[config.mk]
export PLATFORM = sky130hd
export DESIGN_NAME = sia_top
export DESIGN_NICKNAME = d
export VERILOG_FILES = /design/src/shared/sia_pkg.sv /design/src/hdl/sia_top.sv /design/src/hdl/sia_pin_sync.sv
export SDC_FILE = /design/constraint.sdc
export NUM_CORES = 1
export LEC_CHECK = 0
export BUFFER_PORTS_ARGS = -buffer_cell sky130_fd_sc_hd__buf_2
export CAP_MARGIN = 30
export CORE_MARGIN = 5
export CORE_UTILIZATION = 30
export DETAILED_ROUTE_END_ITERATION = 8
export PLACE_DENSITY = 0.61
export RECOVER_POWER = 100
export SLEW_MARGIN = 20
export SYNTH_ARGS = -nofsm -noshare
export SYNTH_HDL_FRONTEND = slang
export SYNTH_SLANG_ARGS = --single-unit
[constraint.sdc]
create_clock -name clk_i -period 2.79 [get_ports clk_i]
set_input_delay 0.279 -clock clk_i [delete_from_list [all_inputs] [get_ports clk_i]]
set_output_delay 0.279 -clock clk_i [all_outputs]
set_load 0.05 [all_outputs]
[src/shared/sia_pkg.sv]
// Function
// - All three timer requests merge into one CPU request, shown as bit 4 of CPU flag word A.
// - Each timer expiry latches into that timer's own bit of the timer source latch.
// - A timer latch bit clears only when software writes 1 to it.
// - The shared CPU-level timer and pin flags clear by themselves on service routine entry.
// - Timers firing in the same cycle all set their latch bits together.
// - A latch bit still set at routine exit raises the timer request again; none set, quiet.
// - All pin sources merge into one CPU request, shown as bit 5 of CPU flag word B.
// - A pin acts as a source only when it is an input and its enable bit is set.
// - A per-pin flag, split over a low and a high flag register, records which of 32 pins fired.
// - Pins firing in the same cycle all set their flags together.
// - Pin flags left set after a partial clear interrupt the CPU again at routine exit.
// - All 16 DMA sources merge into one CPU request, shown as bit 8 of CPU flag word A.
// - Each DMA channel interrupt has its own enable bit in the channel enable register.
// - The interrupts of the four DMA controllers combine into one CPU request line.
// - A readable channel flag register holds one bit per DMA channel.
package sia_pkg;

    // ----------------------------------------------------------------
    // Sizes
    // ----------------------------------------------------------------
    localparam int SIA_TIMERS = 3;
    localparam int SIA_PINS = 32;
    localparam int SIA_CHANS = 16;
    localparam int SIA_AW = 16;

    // ----------------------------------------------------------------
    // Register byte addresses
    // ----------------------------------------------------------------
    localparam logic [15:0] SIA_TIMER_LATCH_OFS = 16'h1C14;
    localparam logic [15:0] SIA_PIN_EN_LO_OFS = 16'h1C18;
    localparam logic [15:0] SIA_PIN_EN_HI_OFS = 16'h1C1C;
    localparam logic [15:0] SIA_PIN_FLG_LO_OFS = 16'h1C20;
    localparam logic [15:0] SIA_PIN_FLG_HI_OFS = 16'h1C24;
    localparam logic [15:0] SIA_CHAN_EN_OFS = 16'h1C28;
    localparam logic [15:0] SIA_CHAN_FLG_OFS = 16'h1C2C;
    localparam logic [15:0] SIA_STATUS_OFS = 16'h1C30;

    // ----------------------------------------------------------------
    // CPU flag word bit positions
    // ----------------------------------------------------------------
    localparam int SIA_TIMER_BIT = 4;
    localparam int SIA_PIN_BIT = 5;
    localparam int SIA_DMA_BIT = 8;

    // ----------------------------------------------------------------
    // Reset values and bus answers
    // ----------------------------------------------------------------
    localparam logic [15:0] SIA_REG_RST = 16'h0000;
    localparam logic [1:0] SIA_RESP_OKAY = 2'h0;
    localparam logic [1:0] SIA_RESP_SLVERR = 2'h2;

endpackage

[src/hdl/sia_top.sv]
`timescale 1ns/10ps
module sia_top
    import sia_pkg::*;
(
    input wire logic clk_i,
    input wire logic sys_rst_i,
    // AXI4-Lite write address.
    input wire logic [SIA_AW-1:0] s_axi_awaddr,
    input wire logic s_axi_awvalid,
    output logic s_axi_awready,
    // AXI4-Lite write data.
    input wire logic [31:0] s_axi_wdata,
    input wire logic [3:0] s_axi_wstrb,
    input wire logic s_axi_wvalid,
    output logic s_axi_wready,
    // AXI4-Lite write response.
    output logic [1:0] s_axi_bresp,
    output logic s_axi_bvalid,
    input wire logic s_axi_bready,
    // AXI4-Lite read address.
    input wire logic [SIA_AW-1:0] s_axi_araddr,
    input wire logic s_axi_arvalid,
    output logic s_axi_arready,
    // AXI4-Lite read data.
    output logic [31:0] s_axi_rdata,
    output logic [1:0] s_axi_rresp,
    output logic s_axi_rvalid,
    input wire logic s_axi_rready,
    // Event sources.
    input wire logic [SIA_TIMERS-1:0] timer_expire_i,
    input wire logic [SIA_PINS-1:0] pin_i,
    input wire logic [SIA_PINS-1:0] pin_is_input_i,
    input wire logic [SIA_CHANS-1:0] dma_chan_irq_i,
    // Service routine entry acknowledge and exit, one pulse each.
    input wire logic timer_isr_enter_i,
    input wire logic pin_isr_enter_i,
    input wire logic dma_isr_enter_i,
    input wire logic timer_isr_exit_i,
    input wire logic pin_isr_exit_i,
    input wire logic dma_isr_exit_i,
    // Shared CPU-level flags.
    output logic [15:0] cpu_flag_word_a_o,
    output logic [15:0] cpu_flag_word_b_o
);

    // ----------------------------------------------------------------
    // Storage
    // ----------------------------------------------------------------
    logic [SIA_TIMERS-1:0] timer_irq_source_latch_q;
    logic [SIA_PINS-1:0] pin_irq_enable_q;
    logic [SIA_PINS-1:0] pin_irq_flag_q;
    logic [SIA_CHANS-1:0] channel_irq_enable_reg_q;
    logic [SIA_CHANS-1:0] channel_irq_flag_reg_q;
    logic [2:0] cpu_flag_q;
    logic [2:0] in_isr_q;
    logic [SIA_PINS-1:0] pin_lvl;
    logic [SIA_PINS-1:0] pin_prev_q;
    logic [SIA_PINS-1:0] pin_set;
    logic [2:0] group_any;
    logic [2:0] enter;
    logic [2:0] leave;

    // ----------------------------------------------------------------
    // Bus state
    // ----------------------------------------------------------------
    logic awrdy_q;
    logic wrdy_q;
    logic aw_have_q;
    logic w_have_q;
    logic [SIA_AW-1:0] waddr_q;
    logic [31:0] wdata_q;
    logic [3:0] wstrb_q;
    logic bvalid_q;
    logic [1:0] bresp_q;
    logic arrdy_q;
    logic rvalid_q;
    logic [31:0] rdata_q;
    logic [1:0] rresp_q;
    logic commit;
    logic [15:0] wmask;
    logic [15:0] wclr;
    logic [15:0] wval;
    logic wmapped;
    logic [31:0] rd_word;
    logic rd_mapped;

    // ----------------------------------------------------------------
    // Pin synchronisation
    // ----------------------------------------------------------------
    sia_pin_sync u_sync (
        .clk_i(clk_i),
        .sys_rst_i(sys_rst_i),
        .pin_i(pin_i),
        .level_o(pin_lvl)
    );

    // Previous filtered level for rising edge detection.
    always_ff @(posedge clk_i) begin
        if (sys_rst_i) begin
            pin_prev_q <= '0;
        end else begin
            pin_prev_q <= pin_lvl;
        end
    end

    // ----------------------------------------------------------------
    // Write commit and lane decoding
    // ----------------------------------------------------------------
    assign commit = aw_have_q & w_have_q & ~bvalid_q;
    assign wmask = {{8{wstrb_q[1]}}, {8{wstrb_q[0]}}};
    assign wval = wdata_q[15:0];
    assign wclr = wval & wmask;

    // Address check for the write in hand.
    always_comb begin
        unique case (waddr_q)
            SIA_TIMER_LATCH_OFS, SIA_PIN_EN_LO_OFS, SIA_PIN_EN_HI_OFS,
            SIA_PIN_FLG_LO_OFS, SIA_PIN_FLG_HI_OFS, SIA_CHAN_EN_OFS,
            SIA_CHAN_FLG_OFS, SIA_STATUS_OFS: wmapped = 1'h1;
            default: wmapped = 1'h0;
        endcase
    end

    // ----------------------------------------------------------------
    // Timer source latch
    // ----------------------------------------------------------------
    // per-timer latch: expiries set bits; several at once all set.
    // write-one clear, with a new expiry winning over the clear.
    always_ff @(posedge clk_i) begin
        if (sys_rst_i) begin
            timer_irq_source_latch_q <= SIA_REG_RST[SIA_TIMERS-1:0];
        end else if (commit && waddr_q == SIA_TIMER_LATCH_OFS) begin
            timer_irq_source_latch_q <= (timer_irq_source_latch_q
                & ~wclr[SIA_TIMERS-1:0]) | timer_expire_i;
        end else begin
            timer_irq_source_latch_q <= timer_irq_source_latch_q | timer_expire_i;
        end
    end

    // ----------------------------------------------------------------
    // Pin enables and flags
    // ----------------------------------------------------------------
    // Enable halves are plain read/write words under the byte strobes.
    always_ff @(posedge clk_i) begin
        if (sys_rst_i) begin
            pin_irq_enable_q <= {SIA_REG_RST, SIA_REG_RST};
        end else if (commit && waddr_q == SIA_PIN_EN_LO_OFS) begin
            pin_irq_enable_q[15:0] <= (pin_irq_enable_q[15:0] & ~wmask) | (wval & wmask);
        end else if (commit && waddr_q == SIA_PIN_EN_HI_OFS) begin
            pin_irq_enable_q[31:16] <= (pin_irq_enable_q[31:16] & ~wmask) | (wval & wmask);
        end
    end

    // Per-pin event qualification and flag bit.
    for (genvar p = 0; p < SIA_PINS; p++) begin : g_pin
        logic clr;
        // input pins with their enable bit set only.
        assign pin_set[p] = pin_lvl[p] & ~pin_prev_q[p] & pin_is_input_i[p]
            & pin_irq_enable_q[p];
        assign clr = commit && (p < 16 ? waddr_q == SIA_PIN_FLG_LO_OFS
            : waddr_q == SIA_PIN_FLG_HI_OFS) && wclr[p % 16];
        // per-pin flag; simultaneous pins; write-one clear.
        always_ff @(posedge clk_i) begin
            if (sys_rst_i) begin
                pin_irq_flag_q[p] <= 1'h0;
            end else if (pin_set[p]) begin
                pin_irq_flag_q[p] <= 1'h1;
            end else if (clr) begin
                pin_irq_flag_q[p] <= 1'h0;
            end
        end
    end

    // ----------------------------------------------------------------
    // DMA channel enables and flags
    // ----------------------------------------------------------------
    // Channel enable word, one bit per channel.
    always_ff @(posedge clk_i) begin
        if (sys_rst_i) begin
            channel_irq_enable_reg_q <= SIA_REG_RST;
        end else if (commit && waddr_q == SIA_CHAN_EN_OFS) begin
            channel_irq_enable_reg_q <= (channel_irq_enable_reg_q & ~wmask)
                | (wval & wmask);
        end
    end

    // enabled channels only; one flag per channel.
    // write-one clear, a new event winning over the clear.
    always_ff @(posedge clk_i) begin
        if (sys_rst_i) begin
            channel_irq_flag_reg_q <= SIA_REG_RST;
        end else begin
            channel_irq_flag_reg_q <= (channel_irq_flag_reg_q
                & ~((commit && waddr_q == SIA_CHAN_FLG_OFS) ? wclr : 16'h0000))
                | (dma_chan_irq_i & channel_irq_enable_reg_q);
        end
    end

    // ----------------------------------------------------------------
    // Shared CPU-level requests
    // ----------------------------------------------------------------
    // each group request is the OR of its flags.
    // all four controllers' channels fold into one DMA line.
    assign group_any[0] = |timer_irq_source_latch_q;
    assign group_any[1] = |pin_irq_flag_q;
    assign group_any[2] = |channel_irq_flag_reg_q;
    assign enter = {dma_isr_enter_i, pin_isr_enter_i, timer_isr_enter_i};
    assign leave = {dma_isr_exit_i, pin_isr_exit_i, timer_isr_exit_i};

    // Marks a group whose service routine is running.
    always_ff @(posedge clk_i) begin
        if (sys_rst_i) begin
            in_isr_q <= 3'h0;
        end else begin
            in_isr_q <= (in_isr_q & ~leave) | enter;
        end
    end

    // entry clears the flag by itself.
    // flags still set at exit raise the request again.
    always_ff @(posedge clk_i) begin
        if (sys_rst_i) begin
            cpu_flag_q <= 3'h0;
        end else begin
            cpu_flag_q <= (cpu_flag_q & ~enter)
                | (group_any & ~enter & ~(in_isr_q & ~leave));
        end
    end

    // timer at bit 4, DMA at bit 8 of word A; pins at bit 5 of word B.
    always_comb begin
        cpu_flag_word_a_o = 16'h0000;
        cpu_flag_word_b_o = 16'h0000;
        cpu_flag_word_a_o[SIA_TIMER_BIT] = cpu_flag_q[0];
        cpu_flag_word_b_o[SIA_PIN_BIT] = cpu_flag_q[1];
        cpu_flag_word_a_o[SIA_DMA_BIT] = cpu_flag_q[2];
    end

    // ----------------------------------------------------------------
    // AXI4-Lite write channels
    // ----------------------------------------------------------------
    // Address and data are taken independently and held until commit.
    always_ff @(posedge clk_i) begin
        if (sys_rst_i) begin
            awrdy_q <= 1'h0;
            aw_have_q <= 1'h0;
            waddr_q <= '0;
        end else if (s_axi_awvalid && awrdy_q) begin
            awrdy_q <= 1'h0;
            aw_have_q <= 1'h1;
            waddr_q <= {s_axi_awaddr[SIA_AW-1:2], 2'h0};
        end else begin
            if (commit) begin
                aw_have_q <= 1'h0;
            end
            awrdy_q <= ~aw_have_q & ~bvalid_q;
        end
    end

    // Write data holder.
    always_ff @(posedge clk_i) begin
        if (sys_rst_i) begin
            wrdy_q <= 1'h0;
            w_have_q <= 1'h0;
            wdata_q <= '0;
            wstrb_q <= '0;
        end else if (s_axi_wvalid && wrdy_q) begin
            wrdy_q <= 1'h0;
            w_have_q <= 1'h1;
            wdata_q <= s_axi_wdata;
            wstrb_q <= s_axi_wstrb;
        end else begin
            if (commit) begin
                w_have_q <= 1'h0;
            end
            wrdy_q <= ~w_have_q & ~bvalid_q;
        end
    end

    // Write response follows the commit and stands until bready.
    always_ff @(posedge clk_i) begin
        if (sys_rst_i) begin
            bvalid_q <= 1'h0;
            bresp_q <= SIA_RESP_OKAY;
        end else if (commit) begin
            bvalid_q <= 1'h1;
            bresp_q <= wmapped ? SIA_RESP_OKAY : SIA_RESP_SLVERR;
        end else if (s_axi_bready) begin
            bvalid_q <= 1'h0;
        end
    end

    // ----------------------------------------------------------------
    // AXI4-Lite read channels
    // ----------------------------------------------------------------
    // Read multiplexer over the decoded word address.
    always_comb begin
        rd_word = 32'h0000_0000;
        rd_mapped = 1'h1;
        unique case ({s_axi_araddr[SIA_AW-1:2], 2'h0})
            SIA_TIMER_LATCH_OFS: rd_word[SIA_TIMERS-1:0] = timer_irq_source_latch_q;
            SIA_PIN_EN_LO_OFS: rd_word[15:0] = pin_irq_enable_q[15:0];
            SIA_PIN_EN_HI_OFS: rd_word[15:0] = pin_irq_enable_q[31:16];
            SIA_PIN_FLG_LO_OFS: rd_word[15:0] = pin_irq_flag_q[15:0];
            SIA_PIN_FLG_HI_OFS: rd_word[15:0] = pin_irq_flag_q[31:16];
            SIA_CHAN_EN_OFS: rd_word[15:0] = channel_irq_enable_reg_q;
            SIA_CHAN_FLG_OFS: rd_word[15:0] = channel_irq_flag_reg_q;
            SIA_STATUS_OFS: rd_word[6:0] = {in_isr_q, 1'h0, cpu_flag_q};
            default: rd_mapped = 1'h0;
        endcase
    end

    // Read address ready is held low while a read answer stands.
    always_ff @(posedge clk_i) begin
        if (sys_rst_i) begin
            arrdy_q <= 1'h0;
        end else if (s_axi_arvalid && arrdy_q) begin
            arrdy_q <= 1'h0;
        end else begin
            arrdy_q <= ~rvalid_q;
        end
    end

    // Read answer one cycle after the address is taken.
    always_ff @(posedge clk_i) begin
        if (sys_rst_i) begin
            rvalid_q <= 1'h0;
            rdata_q <= '0;
            rresp_q <= SIA_RESP_OKAY;
        end else if (s_axi_arvalid && arrdy_q) begin
            rvalid_q <= 1'h1;
            rdata_q <= rd_word;
            rresp_q <= rd_mapped ? SIA_RESP_OKAY : SIA_RESP_SLVERR;
        end else if (s_axi_rready) begin
            rvalid_q <= 1'h0;
        end
    end

    // ----------------------------------------------------------------
    // Outputs
    // ----------------------------------------------------------------
    assign s_axi_awready = awrdy_q;
    assign s_axi_wready = wrdy_q;
    assign s_axi_bvalid = bvalid_q;
    assign s_axi_bresp = bresp_q;
    assign s_axi_arready = arrdy_q;
    assign s_axi_rvalid = rvalid_q;
    assign s_axi_rdata = rdata_q;
    assign s_axi_rresp = rresp_q;

endmodule

[src/hdl/sia_pin_sync.sv]
`timescale 1ns/10ps
module sia_pin_sync
    import sia_pkg::*;
(
    input wire logic clk_i,
    input wire logic sys_rst_i,
    input wire logic [SIA_PINS-1:0] pin_i,
    output logic [SIA_PINS-1:0] level_o
);

    logic [SIA_PINS-1:0] s1_q;
    logic [SIA_PINS-1:0] s2_q;
    logic [SIA_PINS-1:0] s3_q;
    logic [SIA_PINS-1:0] lvl_q;

    // Three-stage chain; only the second stage reads the first.
    always_ff @(posedge clk_i) begin
        if (sys_rst_i) begin
            s1_q <= '0;
            s2_q <= '0;
            s3_q <= '0;
        end else begin
            s1_q <= pin_i;
            s2_q <= s1_q;
            s3_q <= s2_q;
        end
    end

    // A pin level counts once the second and third stages agree.
    always_ff @(posedge clk_i) begin
        if (sys_rst_i) begin
            lvl_q <= '0;
        end else begin
            lvl_q <= (s2_q & s3_q) | (lvl_q & (s2_q | s3_q));
        end
    end

    assign level_o = lvl_q;

endmodule

Yosys cells after proc, flatten, opt, wreduce, memory -nomap -nowiden
Index checks and enable logic that the tools add are counted.
Cells by class
  equality and inequality tests: 16
  muxes and demuxes: 80
  bitwise gates (word level): 166
  reduce and logical (&&, ||, !) cells: 87
Operators by type and width (number)
  $eq 14x11->1 const B: 16
  $and 1x1->1: 100
  $and 16x16->16: 6
  $mux 1: 73
  $reduce_bool 2->1: 36
  $and 32x32->32: 2
  $or 16x16->16: 4
  $or 32x32->32: 2
  $pmux 9 s6: 1
  $logic_and 1x1->1: 42
  $not 1->1: 37
  $not 16->16: 2
  $reduce_or 32->1: 1
  $pmux 4 s7: 1
  $pmux 3 s8: 1
  $mux 16: 1
  $reduce_or 16->1: 1
  $reduce_or 8->1: 2
  $and 3x3->3: 5
  $not 3->3: 4
  $or 3x3->3: 4
  $reduce_or 2->1: 3
  $mux 2: 2
  $mux 3: 1
  2 further kinds: 2
Storage, ports and cells
  bits in registers: 324
  input port bits: 164
  logic and storage cells: 406

Logic depth before layout (Yosys ltp)
Gate-level depths: netlist (run 1).
  depth after elaboration: 7
  depth in mapped cells: 7

Modules after synthesis
Synthesis (run 1) repeated with hierarchy kept, for this count alone.
Second synthesis, totals
  cell total of the unflattened synthesis: 1273
  area total of the unflattened synthesis: 12024.0 um^2
Modules (own cells, without submodules)
  sia_top: times used 1, cells an instance 939, area an instance 8329.2 um^2
  sia_pin_sync: times used 1, cells an instance 334, area an instance 3694.8 um^2

Least setup slack after synthesis (run 1)
OpenSTA, ideal clock, no wires.
  path type: register -> register
  from: register bvalid_q, in the netlist s_axi_bvalid
  to: register with a tool-made name
  setup time: 0.128 ns
  arrival: 1.899 ns
  setup slack: 0.763 ns
  stages on the path, launching flop included: 6
  path buffers: 0
  period minus slack after synthesis: 2.027 ns
  path through: dfxtp_1 nand3b_1 nor3b_2 nand4_2 mux2i_1 nor2_1
RTL lines
  start, declared: RTL line sia_top.sv:73  | logic bvalid_q;
  start signal, assigned: RTL line sia_top.sv:283  | bvalid_q <= 1'h0;
  start signal, assigned: RTL line sia_top.sv:286  | bvalid_q <= 1'h1;
  start signal, assigned: RTL line sia_top.sv:289  | bvalid_q <= 1'h0;

==> results of run 1 <==
-- report_power, final --
part           total (W)  internal, W  switching (W)
clock            0.00516      0.00325        0.00191
combinational   0.000683     0.000233       0.000449
sequential       0.00477      0.00470      0.0000740
total             0.0106      0.00819        0.00243
-- worst min-delay path, stage by stage --
cell and delay, ns:
buf_2 0.10, nand2_1 0.05, a21oi_1 0.05
-- cells in the mapped netlist, drive strengths merged --
| master | number |
|---|---|
| nand4 | 14 |
| o22ai | 3 |
| nor4 | 20 |
| or4 | 1 |
| nand2 | 128 |
| nor3 | 15 |
| nor4b | 1 |
| xnor2 | 1 |
| a32o | 2 |
| buf | 53 |
| a32oi | 3 |
| conb | 1 |
| a311oi | 1 |
| nand2b | 9 |
| mux2i | 63 |
| xor2 | 1 |
| or3 | 1 |
| a21oi | 136 |
| o2bb2ai | 3 |
| clkbuf | 56 |
| nor2b | 136 |
| nor3b | 2 |
| o31ai | 13 |
| a221oi | 3 |
| mux4 | 6 |
| nand3 | 2 |
| nand3b | 3 |
| a22oi | 9 |
| dfxtp | 322 |
| nor2 | 67 |
| o21a | 1 |
| o21ai | 84 |
| o32ai | 1 |
| o211ai | 1 |
| and2 | 5 |
| and3b | 1 |
| inv | 20 |
| and4 | 2 |
| mux2 | 8 |
| a2bb2oi | 1 |
| a22o | 11 |
| nand4b | 34 |
-- logic make-up (layout without fill, tap and decap cells) --
group | after synthesis | count (layout) | synth area share
xor+xnor | 2 | 2 | 0.00147
compound gates | 272 | 272 | 0.127
flops | 322 | 322 | 0.540
simple gates | 441 | 441 | 0.203
other cells | 1 | 47 | 0.000314
buf+inv | 129 | 333 | 0.0564
mux | 77 | 77 | 0.0717
-- path summary, 6_finish.rpt --
check / startpoint / to / slack [ns]
hold / removal: dma_chan_irq_i[11] / channel_irq_flag_reg_q[11]$_SDFF_PP0_ / 0.02
hold reg to reg: u_sync.s1_q[31]$_SDFF_PP0_ / u_sync.s2_q[31]$_SDFF_PP0_ / 0.44
setup / recovery: waddr_q[6]$_SDFFE_PP0P_ / flip-flop / 0.34
setup reg to reg: waddr_q[6]$_SDFFE_PP0P_ / flip-flop / 0.34
-- per-stage QoR --
stage | power [W] | cells | cell area, µm² | worst slack [ns]
finish | 0.0106 | 2019 | 15000 | 0.344
detailed placement | 0.00550 | 1887 | 13100 | 0.454
CTS | 0.0108 | 2019 | 15100 | 0.419
floorplan | 0.00532 | 1290 | 12100 | 0.763
global placement | 0.00549 | 1887 | 13100 | 0.484
global route | 0.0110 | 2019 | 15000 | 0.152
-- routing by layer --
layer	wire, µm	GRT usage	part of all wire
met1	16500	0.218	0.47
met3	2230	0.0318	0.063
met5	0	0	0
met2	15600	0.239	0.44
met4	916	0.0428	0.026
-- layout make-up --
cell class | count | area [µm²] | area share
Timing Repair Buffer | 244 | 1530 | 0.102
Inverter | 20 | 75.1 | 0.00500
Sequential cell | 322 | 6450 | 0.429
Multi-Input combinational cell | 839 | 4980 | 0.332
Clock inverter | 13 | 205 | 0.0137
Clock buffer | 56 | 1120 | 0.0746
Tap cell | 525 | 657 | 0.0437
-- what timing repair did --
item	4_1_cts	5_1_grt
hold endpoints to repair	66	0
setup buffers	0	0
hold buffers	63	0
==> results.md, run 1 <==
* Number of antenna violations at the first check in global routing at 0
* Reg2Reg Depth at 6
* Most common cell after layout, fill and taps aside: dfxtp_1
* Fmax at roughly 410 MHz
* P_leak at a little under 6 nW
* Reg clk slew, reported paths at 0.05 ns
* Req. time, crit path at 3.11 ns
* Cell depth of the worst hold path at 3
* Most frequent cells in the layout: 322 x dfxtp_1, 139 x buf_2, 136 x nor2b_1, 136 x a21oi_1, 127 x nand2_1
* Core area at 0.0395 mm²
* Clock root buffer master: clkbuf_16
* Pre-Repair DR Iteration Count at 6
* Crit-path max FO at 16
* Slew headroom at -0.375
* Nets at 1,629
* Vias in the first global route at around 9,000
* Post-DP HPWL at around 26,000 µm
* Setup TNS at 0 ns
* Pins Over Slew Limit at between 150 and 200
* CP delay by family, top: simple AND/OR/NAND/NOR gates
* CTS H-tree depth at 2
* Top post-synthesis cells by area: dfxtp_1 54%, nor2b_1 7.1%, a21oi_1 5.7%
* CTS tree: built
* Fin Hold WS at around 0.017 ns
* Routability cong. at roughly 0.9
* CP max stage delay at approximately 0.55 ns
* Worst skew pair latency at about 0.52 ns
* First-pass GRT wire length at about 53,000 µm
* WP buf/inv at 1
* Slowest cell on the critical path: or4_4
* Site Rows at 73
* RSZ-0062 raised after global routing: false
* Slew @ Worst Pin at around 2.1 ns
* Layout cells sized above 1 at 0.157
* CP Class: reg2reg
* Crit path launch type: flip-flop
* Post-route ant nets at 0
* Num Clock Sinks at 322
* Wire per inst at 17.5 µm
* Diodes inserted at 0
* Worst min path class: in2reg
* Final setup vio count at 0
* CTS Buffer Depth at 3
* Worst-path cell chain: or4_4 -> nor4_4 -> buf_4 -> nand4_1 -> mux2i_1 -> nor2_1
* Iteration-0 DRC Markers at between 500 and 600
* Ys Warns at 0
* Failing checks: capacitance limit, slew limit
* Number of cells on the critical path at 6
* Post-CTS sizing at 0
* PortBufs at approximately 170
* Die height at around 210 µm
* Num CTS Buffers at 38
* Seq cells post-synth at 322
* Post-synth top area share at 0.540
* Total number of vias at 9,343
* I/O pins at about 240
* Avg Cell Area, Syn at ~9.6 µm²
* Outcome: finished, violations left
* Max-cap violation count at 3
* Via-per-instance ratio at 4.63
* Sequential element share of the synthesized area at 0.540
* Fin crit share at 0.877
* Setup Skew at roughly 0.014 ns
* Synth area leader: dfxtp_1
* Distinct cell type count after synthesis at around 50
* Fillers at 3,981
* Final hold viol count at 0
* Die Area at around 0.044 mm²
* Cells after synthesis at 1,244
* Largest net degree at the start of global routing at 120
* P&R area growth vs syn at 25.8%
* Worst setup EP type: flip-flop
* Worst path arrival time at 2.77 ns
* Total track usage at 0.154
* DRC errors left at 0
* Initial Utilization at 0.302
* Post-layout util at 0.380
* Worst vdd ir at about 0.00038 V
* Grt total ovfl at 0
* Chip width at ~210 µm
* Pwr Density at just over 700 mW/mm²
* Post-route minimum period at ~2.4 ns
* Synth Cell Area at between 0.01 and 0.015 mm²
* Routed WL at around 35,000 µm
(Power assumes the default switching activity.)
==> run 2, diff against run 1 <==
--- a/config.mk
+++ b/config.mk
@@ -10,7 +10,7 @@
 export CORE_MARGIN = 5
 export CORE_UTILIZATION = 30
 export DETAILED_ROUTE_END_ITERATION = 8
-export PLACE_DENSITY = 0.61
+export PLACE_DENSITY = 0.62
 export RECOVER_POWER = 100
 export SLEW_MARGIN = 20
 export SYNTH_ARGS = -nofsm -noshare
==> constraint.sdc (replaced) <==
create_clock -name clk_i -period 2.07 [get_ports clk_i]
set_input_delay 0.207 -clock clk_i [delete_from_list [all_inputs] [get_ports clk_i]]
set_output_delay 0.207 -clock clk_i [all_outputs]
set_load 0.05 [all_outputs]
==> run 2 against run 1 <==
Against the previous run: the flow now finishes without violations; non-clock buffer count rose by 58; die area is the same; clock skew increased by 0.0038 ns; global-route usage increased by 0.23 points; clock power increased by 27%.
==> results.md, run 2 (synthesis results as in run 1) <==
* CTS Buffer Depth at 3 (unchanged)
* Fin crit share at 0.993 (+0.117)
* Slew headroom at 0.271 (+0.646)
* Max-cap violation count at 0 (-3)
* P&R area growth vs syn at 30.8%
* Worst vdd ir at 0.000571 V (+51%)
* Outcome: complete, no violations
* Worst min path class: in2reg
* Worst path arrival time at 2.44 ns (-0.33 ns)
* Total track usage at 0.156 (+0.00227)
* Wire per inst at 17.4 µm (-0.40%)
* CP Class: reg2reg
* First-pass GRT wire length at 54,200 µm (+1.6%)
* CTS tree: built
* Grt total ovfl at 0 (unchanged)
* Cell Area, Placed at 0.0134 mm² (+2.1%)
* Post-route ant nets at 0 (unchanged)
* P_leak at 6.13 nW (+5.3%)
* Post-route minimum period at 2.06 ns (-0.390 ns)
* Worst skew pair latency at 0.52 ns (about the same)
* Routed WL at 36,000 µm (+2.1%)
* Logic pwr share at 0.073 (+0.009)
* Largest net degree at the start of global routing at 140 (+17%)
* Diodes inserted at 0 (unchanged)
* Reg clk slew, reported paths at 0.06 ns (about the same)
* Setup Skew at 0.0175 ns (+0.00381 ns)
* Crit-path max FO at 16 (unchanged)
* Most frequent cells in the layout: 322 x dfxtp_1, 138 x buf_2, 136 x nor2b_1, 136 x a21oi_1, 127 x nand2_1
* Final setup vio count at 0 (unchanged)
* PortBufs at 167 (unchanged)
* Worst setup EP type: flip-flop
* Via-per-instance ratio at 4.63 (about the same)
* CTS H-tree depth at 2 (unchanged)
* I/O pins at 237 (unchanged)
* Layout cells sized above 1 at 0.166 (+0.00907)
* Post-DP HPWL at 26,200 µm (+1.6%)
* Clock root buffer master: clkbuf_16
* Fmax at 486 MHz (+19%)
* Nets at 1,686 (+3.5%)
* Num Clock Sinks at 322 (unchanged)
* Die height at 210 µm (unchanged)
* Req. time, crit path at 2.45 ns (-0.66 ns)
* Site Rows at 73 (unchanged)
* Number of antenna violations at the first check in global routing at 0 (unchanged)
* Core area at 0.0395 mm² (unchanged)
* Place WS at 0.0138 ns (-0.441 ns)
* Design Area, Final at 0.0156 mm² (+4.0%)
* Initial Utilization at 0.302 (unchanged)
* Clock power share at 0.468 (-0.018)
* Vias in the first global route at 9,285 (+2.6%)
* Iteration-0 DRC Markers at 605 (+5.6%)
* Crit path launch type: flip-flop
* Pre-Repair DR Iteration Count at 5 (-1)
* Num CTS Buffers at 37 (-2.6%)
* Slew @ Worst Pin at 1.09 ns (-0.969 ns)
* RSZ-0062 raised after global routing: true
* Pwr Density at 896 mW/mm² (+27%)
* Die Area at 0.0439 mm² (unchanged)
* Switching Share at 0.232 (+0.00281)
* Most common cell after layout, fill and taps aside: dfxtp_1
* Fin worst setup slack at 0.0137 ns (-0.330 ns)
* Pins Over Slew Limit at 0 (-100%)
* Total number of vias at 9,584 (+2.6%)
* Chip width at 210 µm (unchanged)
* DRC errors left at 0 (unchanged)
* Final hold viol count at 0 (unchanged)
* Routability cong. at 0.890 (-1.1%)
* P_sw at 0.00325 W (+33%)
* Int Power at 0.0108 W (+31%)
* Sequential share of power at 0.460 (+0.010)
==> run 2: cell types whose count changed in the layout (fill, tap and decap cells not counted), sizes merged <==
cell / delta
clkinvlp: -1
clkinv: +1
dlygate4sd3: +36
clkbuf: -3
buf: +22
inv: -2
bufinv: -2
==> run 2: worst paths after layout <==
kind / from / end / slack, ns / depth (start not counted)
worst max-delay path: waddr_q[6]$_SDFFE_PP0P_ / flip-flop / 0.01 / 7
worst min register to register: u_sync.s1_q[10]$_SDFF_PP0_ / u_sync.s2_q[10]$_SDFF_PP0_ / 0.44 / 1
worst min-delay path: pin_is_input_i[31] / pin_irq_flag_q[31]$_SDFFE_PP0P_ / 0.01 / 3
worst max register to register: waddr_q[6]$_SDFFE_PP0P_ / flip-flop / 0.01 / 7
==> run 2: per-stage QoR <==
step,hold WS [ns],total power (W),utilization,TNS (ns),std cells
after floorplan,0.286,0.00717,-,0,1290
final,0.00990,0.0140,0.395,0,2070
after detailed placement,0.394,0.00745,0.339,0,1907
after global placement,0.390,0.00744,0.339,0,1907
after global routing,0.0174,0.0145,0.395,-0.576,2070
after CTS,0.00251,0.0142,0.395,0,2068
==> run 2: worst max-delay path, stage by stage, from the launching register on <==
cell and delay (ns):
dfxtp_1 0.31, or4_4 0.54, nor4_4 0.21, buf_12 0.20, and4_4 0.24, buf_12 0.14
mux2i_1 0.20, nor2_1 0.06
==> run 2: area by class of cell <==
type	instances	area [µm²]
well taps	525	657
multi-input cells	839	5020
clock buffers	53	1100
fillers	3959	23900
flip-flops and latches	322	6450
inverters	20	75.1
repair buffers	302	2200
clock inverters	9	126
==> run 2: layer usage <==
metal	part of all wire	vias to the layer above	wire length, µm	global-route usage
li1	-	4779	-	-
met2	0.44	242	15800	0.242
met1	0.48	4507	17100	0.221
met4	0.030	0	1090	0.0488
met3	0.054	56	1950	0.0299
met5	0	-	0	0
==> run 2: repair_timing <==
action,in CTS,in global routing
endpoints found under the setup margin,1,33
gates cloned,0,0
resized for setup,1,19
hold buffers,99,0
endpoints found under the hold margin,100,0
setup buffers,0,2
==> run 2: power groups by stage <==
| stage | sequential [W] | clock, W | combinational, W |
|---|---|---|---|
| after detailed placement | 0.00657 | 0 | 0.000881 |
| after floorplan | 0.00658 | 0 | 0.000590 |
| after CTS | 0.00643 | 0.00672 | 0.00103 |
| after global placement | 0.00656 | 0 | 0.000872 |
| after global routing | 0.00645 | 0.00696 | 0.00110 |
| final | 0.00643 | 0.00655 | 0.00102 |
==> run 3, diff against run 2 <==
--- a/config.mk
+++ b/config.mk
@@ -5,12 +5,13 @@
 export SDC_FILE = /design/constraint.sdc
 export NUM_CORES = 1
 export LEC_CHECK = 0
-export BUFFER_PORTS_ARGS = -buffer_cell sky130_fd_sc_hd__buf_2
 export CAP_MARGIN = 30
 export CORE_MARGIN = 5
 export CORE_UTILIZATION = 30
 export DETAILED_ROUTE_END_ITERATION = 8
-export PLACE_DENSITY = 0.62
+export DONT_BUFFER_PORTS = 1
+export GPL_TIMING_DRIVEN = 0
+export PLACE_DENSITY = 0.57
 export RECOVER_POWER = 100
 export SLEW_MARGIN = 20
 export SYNTH_ARGS = -nofsm -noshare
==> run 3 against run 2 <==
Against the previous run: the run now ends with setup timing left; non-clock buffer count fell by 42; clock power fell by 4.1%; die area did not move; total power fell by 1.7%; hold slack improved by 0.095 ns; via count rose by 1.8%; largest cell class unchanged; highest routed layer is now met5.
==> results.md, run 3 (synthesis results as in run 1) <==
* Outcome: finished, violations left
* Failing checks: setup timing
* CP delay by family, top: simple AND/OR/NAND/NOR gates
* Pre-Repair DR Iteration Count at 6 (+1)
* Setup Skew at 0.0149 ns (-0.00267 ns)
* Crit-path max FO at 8 (-8)
* Setup TNS at -3.29 ns (-3.29 ns)
* GR Util met1 at 0.239 (+0.0176)
* Worst setup EP type: flip-flop
* Int Power at 0.0104 W (-2.9%)
* Via-per-instance ratio at 4.80 (+3.7%)
* Crit path from: waddr_q[9]$_SDFFE_PP0P_
* CTS Buffer Depth at 3 (unchanged)
* Worst skew pair latency at 0.54 ns (+0.02 ns)
* Final setup vio count at 60 (+60)
* Worst vdd ir at 0.000535 V (-6.5%)
* Wire per inst at 19.9 µm (+15%)
* Logic pwr share at 0.072 (about the same)
* GR Util met2 at 0.281 (+0.0388)
* P_leak at 6.00 nW (-2.2%)
* Routability cong. at 0.944 (+6.1%)
* Worst path arrival time at 2.60 ns (+0.16 ns)
* Initial Utilization at 0.302 (unchanged)
* Fin crit share at 1.07 (+0.0723)
* Max-cap violation count at 0 (unchanged)
* RSZ-0062 raised after global routing: true
* Post-route ant nets at 0 (unchanged)
* Slew headroom at 0.400 (+0.129)
* Iteration-0 DRC Markers at 747 (+23%)
* Req. time, crit path at 2.46 ns (about the same)
* Number of antenna violations at the first check in global routing at 6 (+6)
* CP max stage delay at 0.54 ns (about the same)
* Non-Filler Instances at 2,031 (-1.9%)
* Area of the multi-input gates at 0.00535 mm² (+6.4%)
* Total number of vias at 9,756 (+1.8%)
* Num CTS Buffers at 36 (-2.7%)
* Nets at 1,643 (-2.6%)
* Fin worst setup slack at -0.136 ns (-0.150 ns)
* Crit path launch type: flip-flop
* GR peak layer: met2
* Placed cells at 1,815 (-4.8%)
* Post-DP HPWL at 30,800 µm (+18%)
* Most frequent cells in the layout: 320 x dfxtp_1, 136 x nor2b_1, 132 x dlygate4sd3_1
* PortBufs at 0 (-100%)
* Post-route minimum period at 2.21 ns (+0.150 ns)
* Hold Path Sink: wdata_q[0]$_SDFFE_PP0P_
* Post-layout util at 0.400 (+0.00506)
* Clock power share at 0.456 (-0.012)
* Fillers at 3,946 (-0.33%)
* Pins Over Slew Limit at 0 (unchanged)
* Slowest cell on the critical path: or4_4
* Worst min path class: in2reg
* Power, Total at 0.0138 W (-1.7%)
* Routed WL at 40,500 µm (+12%)
* Vias in the first global route at 9,487 (+2.2%)
* Pwr Density at 870 mW/mm² (-2.9%)
* Fmax at 453 MHz (-6.8%)
* Switching Share at 0.242 (+0.00960)
* Cell depth of the worst hold path at 3 (unchanged)
* CTS H-tree depth at 2 (unchanged)
* Num Clock Sinks at 322 (unchanged)
* Most common cell after layout, fill and taps aside: dfxtp_1
* Grt total ovfl at 0 (unchanged)
* First-pass GRT wire length at 59,700 µm (+10%)
* Die Area at 0.0439 mm² (unchanged)
* Fin Hold WS at 0.105 ns (+0.0954 ns)
* CTS tree: built
* Reg2Reg Depth at 8 (+1)
* Register Area at 0.00645 mm² (about the same)
* Slew @ Worst Pin at 0.900 ns (-0.193 ns)
* Sequential share of power at 0.472 (+0.012)
* Flop2flop setup slack at -0.14 ns (-0.15 ns)
* Site Rows at 73 (unchanged)
* HP Start: s_axi_wvalid
* Worst reg2reg startpoint: waddr_q[9]$_SDFFE_PP0P_
* Chip width at 210 µm (unchanged)
* WP buf/inv at 3 (+1)
* Worst-path cell chain: or4_4 -> nor4_4 -> buf_4 -> buf_6 -> and4_4 -> buf_12 -> mux2i_2 -> nor2_1
* Layout cells sized above 1 at 0.136 (-0.0301)
* Core area at 0.0395 mm² (unchanged)
* Total track usage at 0.177 (+0.0202)
* GR Util met3 at 0.0401 (+0.0102)
* DRC errors left at 0 (unchanged)
* Reg clk slew, reported paths at 0.06 ns (about the same)
* Largest net degree at the start of global routing at 14 (-90%)
* Clock root buffer master: clkbuf_16
* I/O pins at 237 (unchanged)
* Die height at 210 µm (unchanged)
* P&R area growth vs syn at 32.5%
* P_sw at 0.00333 W (+2.4%)
* CP Class: reg2reg
* Final hold viol count at 0 (unchanged)
-- run 3: cell types whose count changed in the layout (fill, tap and decap cells not counted), moves of 9 or more --
cell           change
a21oi_1            -9
a21oi_2            +9
buf_2            -136
buf_4             +35
clkbuf_1          +30
dlygate4sd3_1     +33
o21ai_0           -22
o21ai_2           +25
-- run 3: worst max path at each step --
| stage | end | slack (ns) | cells past startpoint |
|---|---|---|---|
| after floorplan | flip-flop | 0.04 | 5 |
| after global placement | channel_irq_flag_reg_q[7]$_SDFF_PP0_ | -0.51 | 5 |
| after detailed placement | flip-flop | -0.54 | 5 |
| after CTS | flip-flop | -0.22 | 8 |
| after global routing | flip-flop | -0.20 | 8 |
| final | flip-flop | -0.14 | 8 |
-- run 3: metal layers --
metal / part of all wire / vias to the layer above
li1: - / 4699
met1: 0.44 / 4637
met2: 0.46 / 345
met3: 0.070 / 67
met4: 0.027 / 8
met5: 0.0012 / -
-- run 3: final cells by class --
class | count | area share
plain buffers | 109 | 0.0393
clock buffers | 53 | 0.0654
flip-flops and latches | 322 | 0.408
repair buffers | 151 | 0.0958
clock inverters | 10 | 0.00751
well taps | 525 | 0.0415
multi-input cells | 839 | 0.338
diodes | 2 | 0.000316
inverters | 20 | 0.00474
-- run 3: power groups by stage --
stage | logic, W | clock network [W] | registers [W]
finish | 0.000992 | 0.00628 | 0.00649
detailed placement | 0.000746 | 0 | 0.00662
global route | 0.00106 | 0.00669 | 0.00650
floorplan | 0.000590 | 0 | 0.00658
global placement | 0.000741 | 0 | 0.00662
CTS | 0.000977 | 0.00643 | 0.00649
-- run 3: tightest hold or removal path, stage by stage --
cell and delay, ns:
nand2_1 0.20, nand2_1 0.13, a21oi_1 0.05
-- run 3: timing repair --
action	4_1_cts	5_1_grt
endpoints found under the hold margin	123	0
hold buffers	132	0
buffers inserted	13	4
setup endpoints to repair	109	115
pin swaps	5	46
cloned	0	1
resized for setup	16	112
-- run 3: through the flow --
| stage | instance area, µm² | worst slack [ns] |
|---|---|---|
| after floorplan | 12100 | 0.0431 |
| after global placement | 12800 | -0.507 |
| after detailed placement | 12800 | -0.545 |
| after CTS | 15500 | -0.221 |
| after global routing | 15800 | -0.202 |
| final | 15800 | -0.136 |
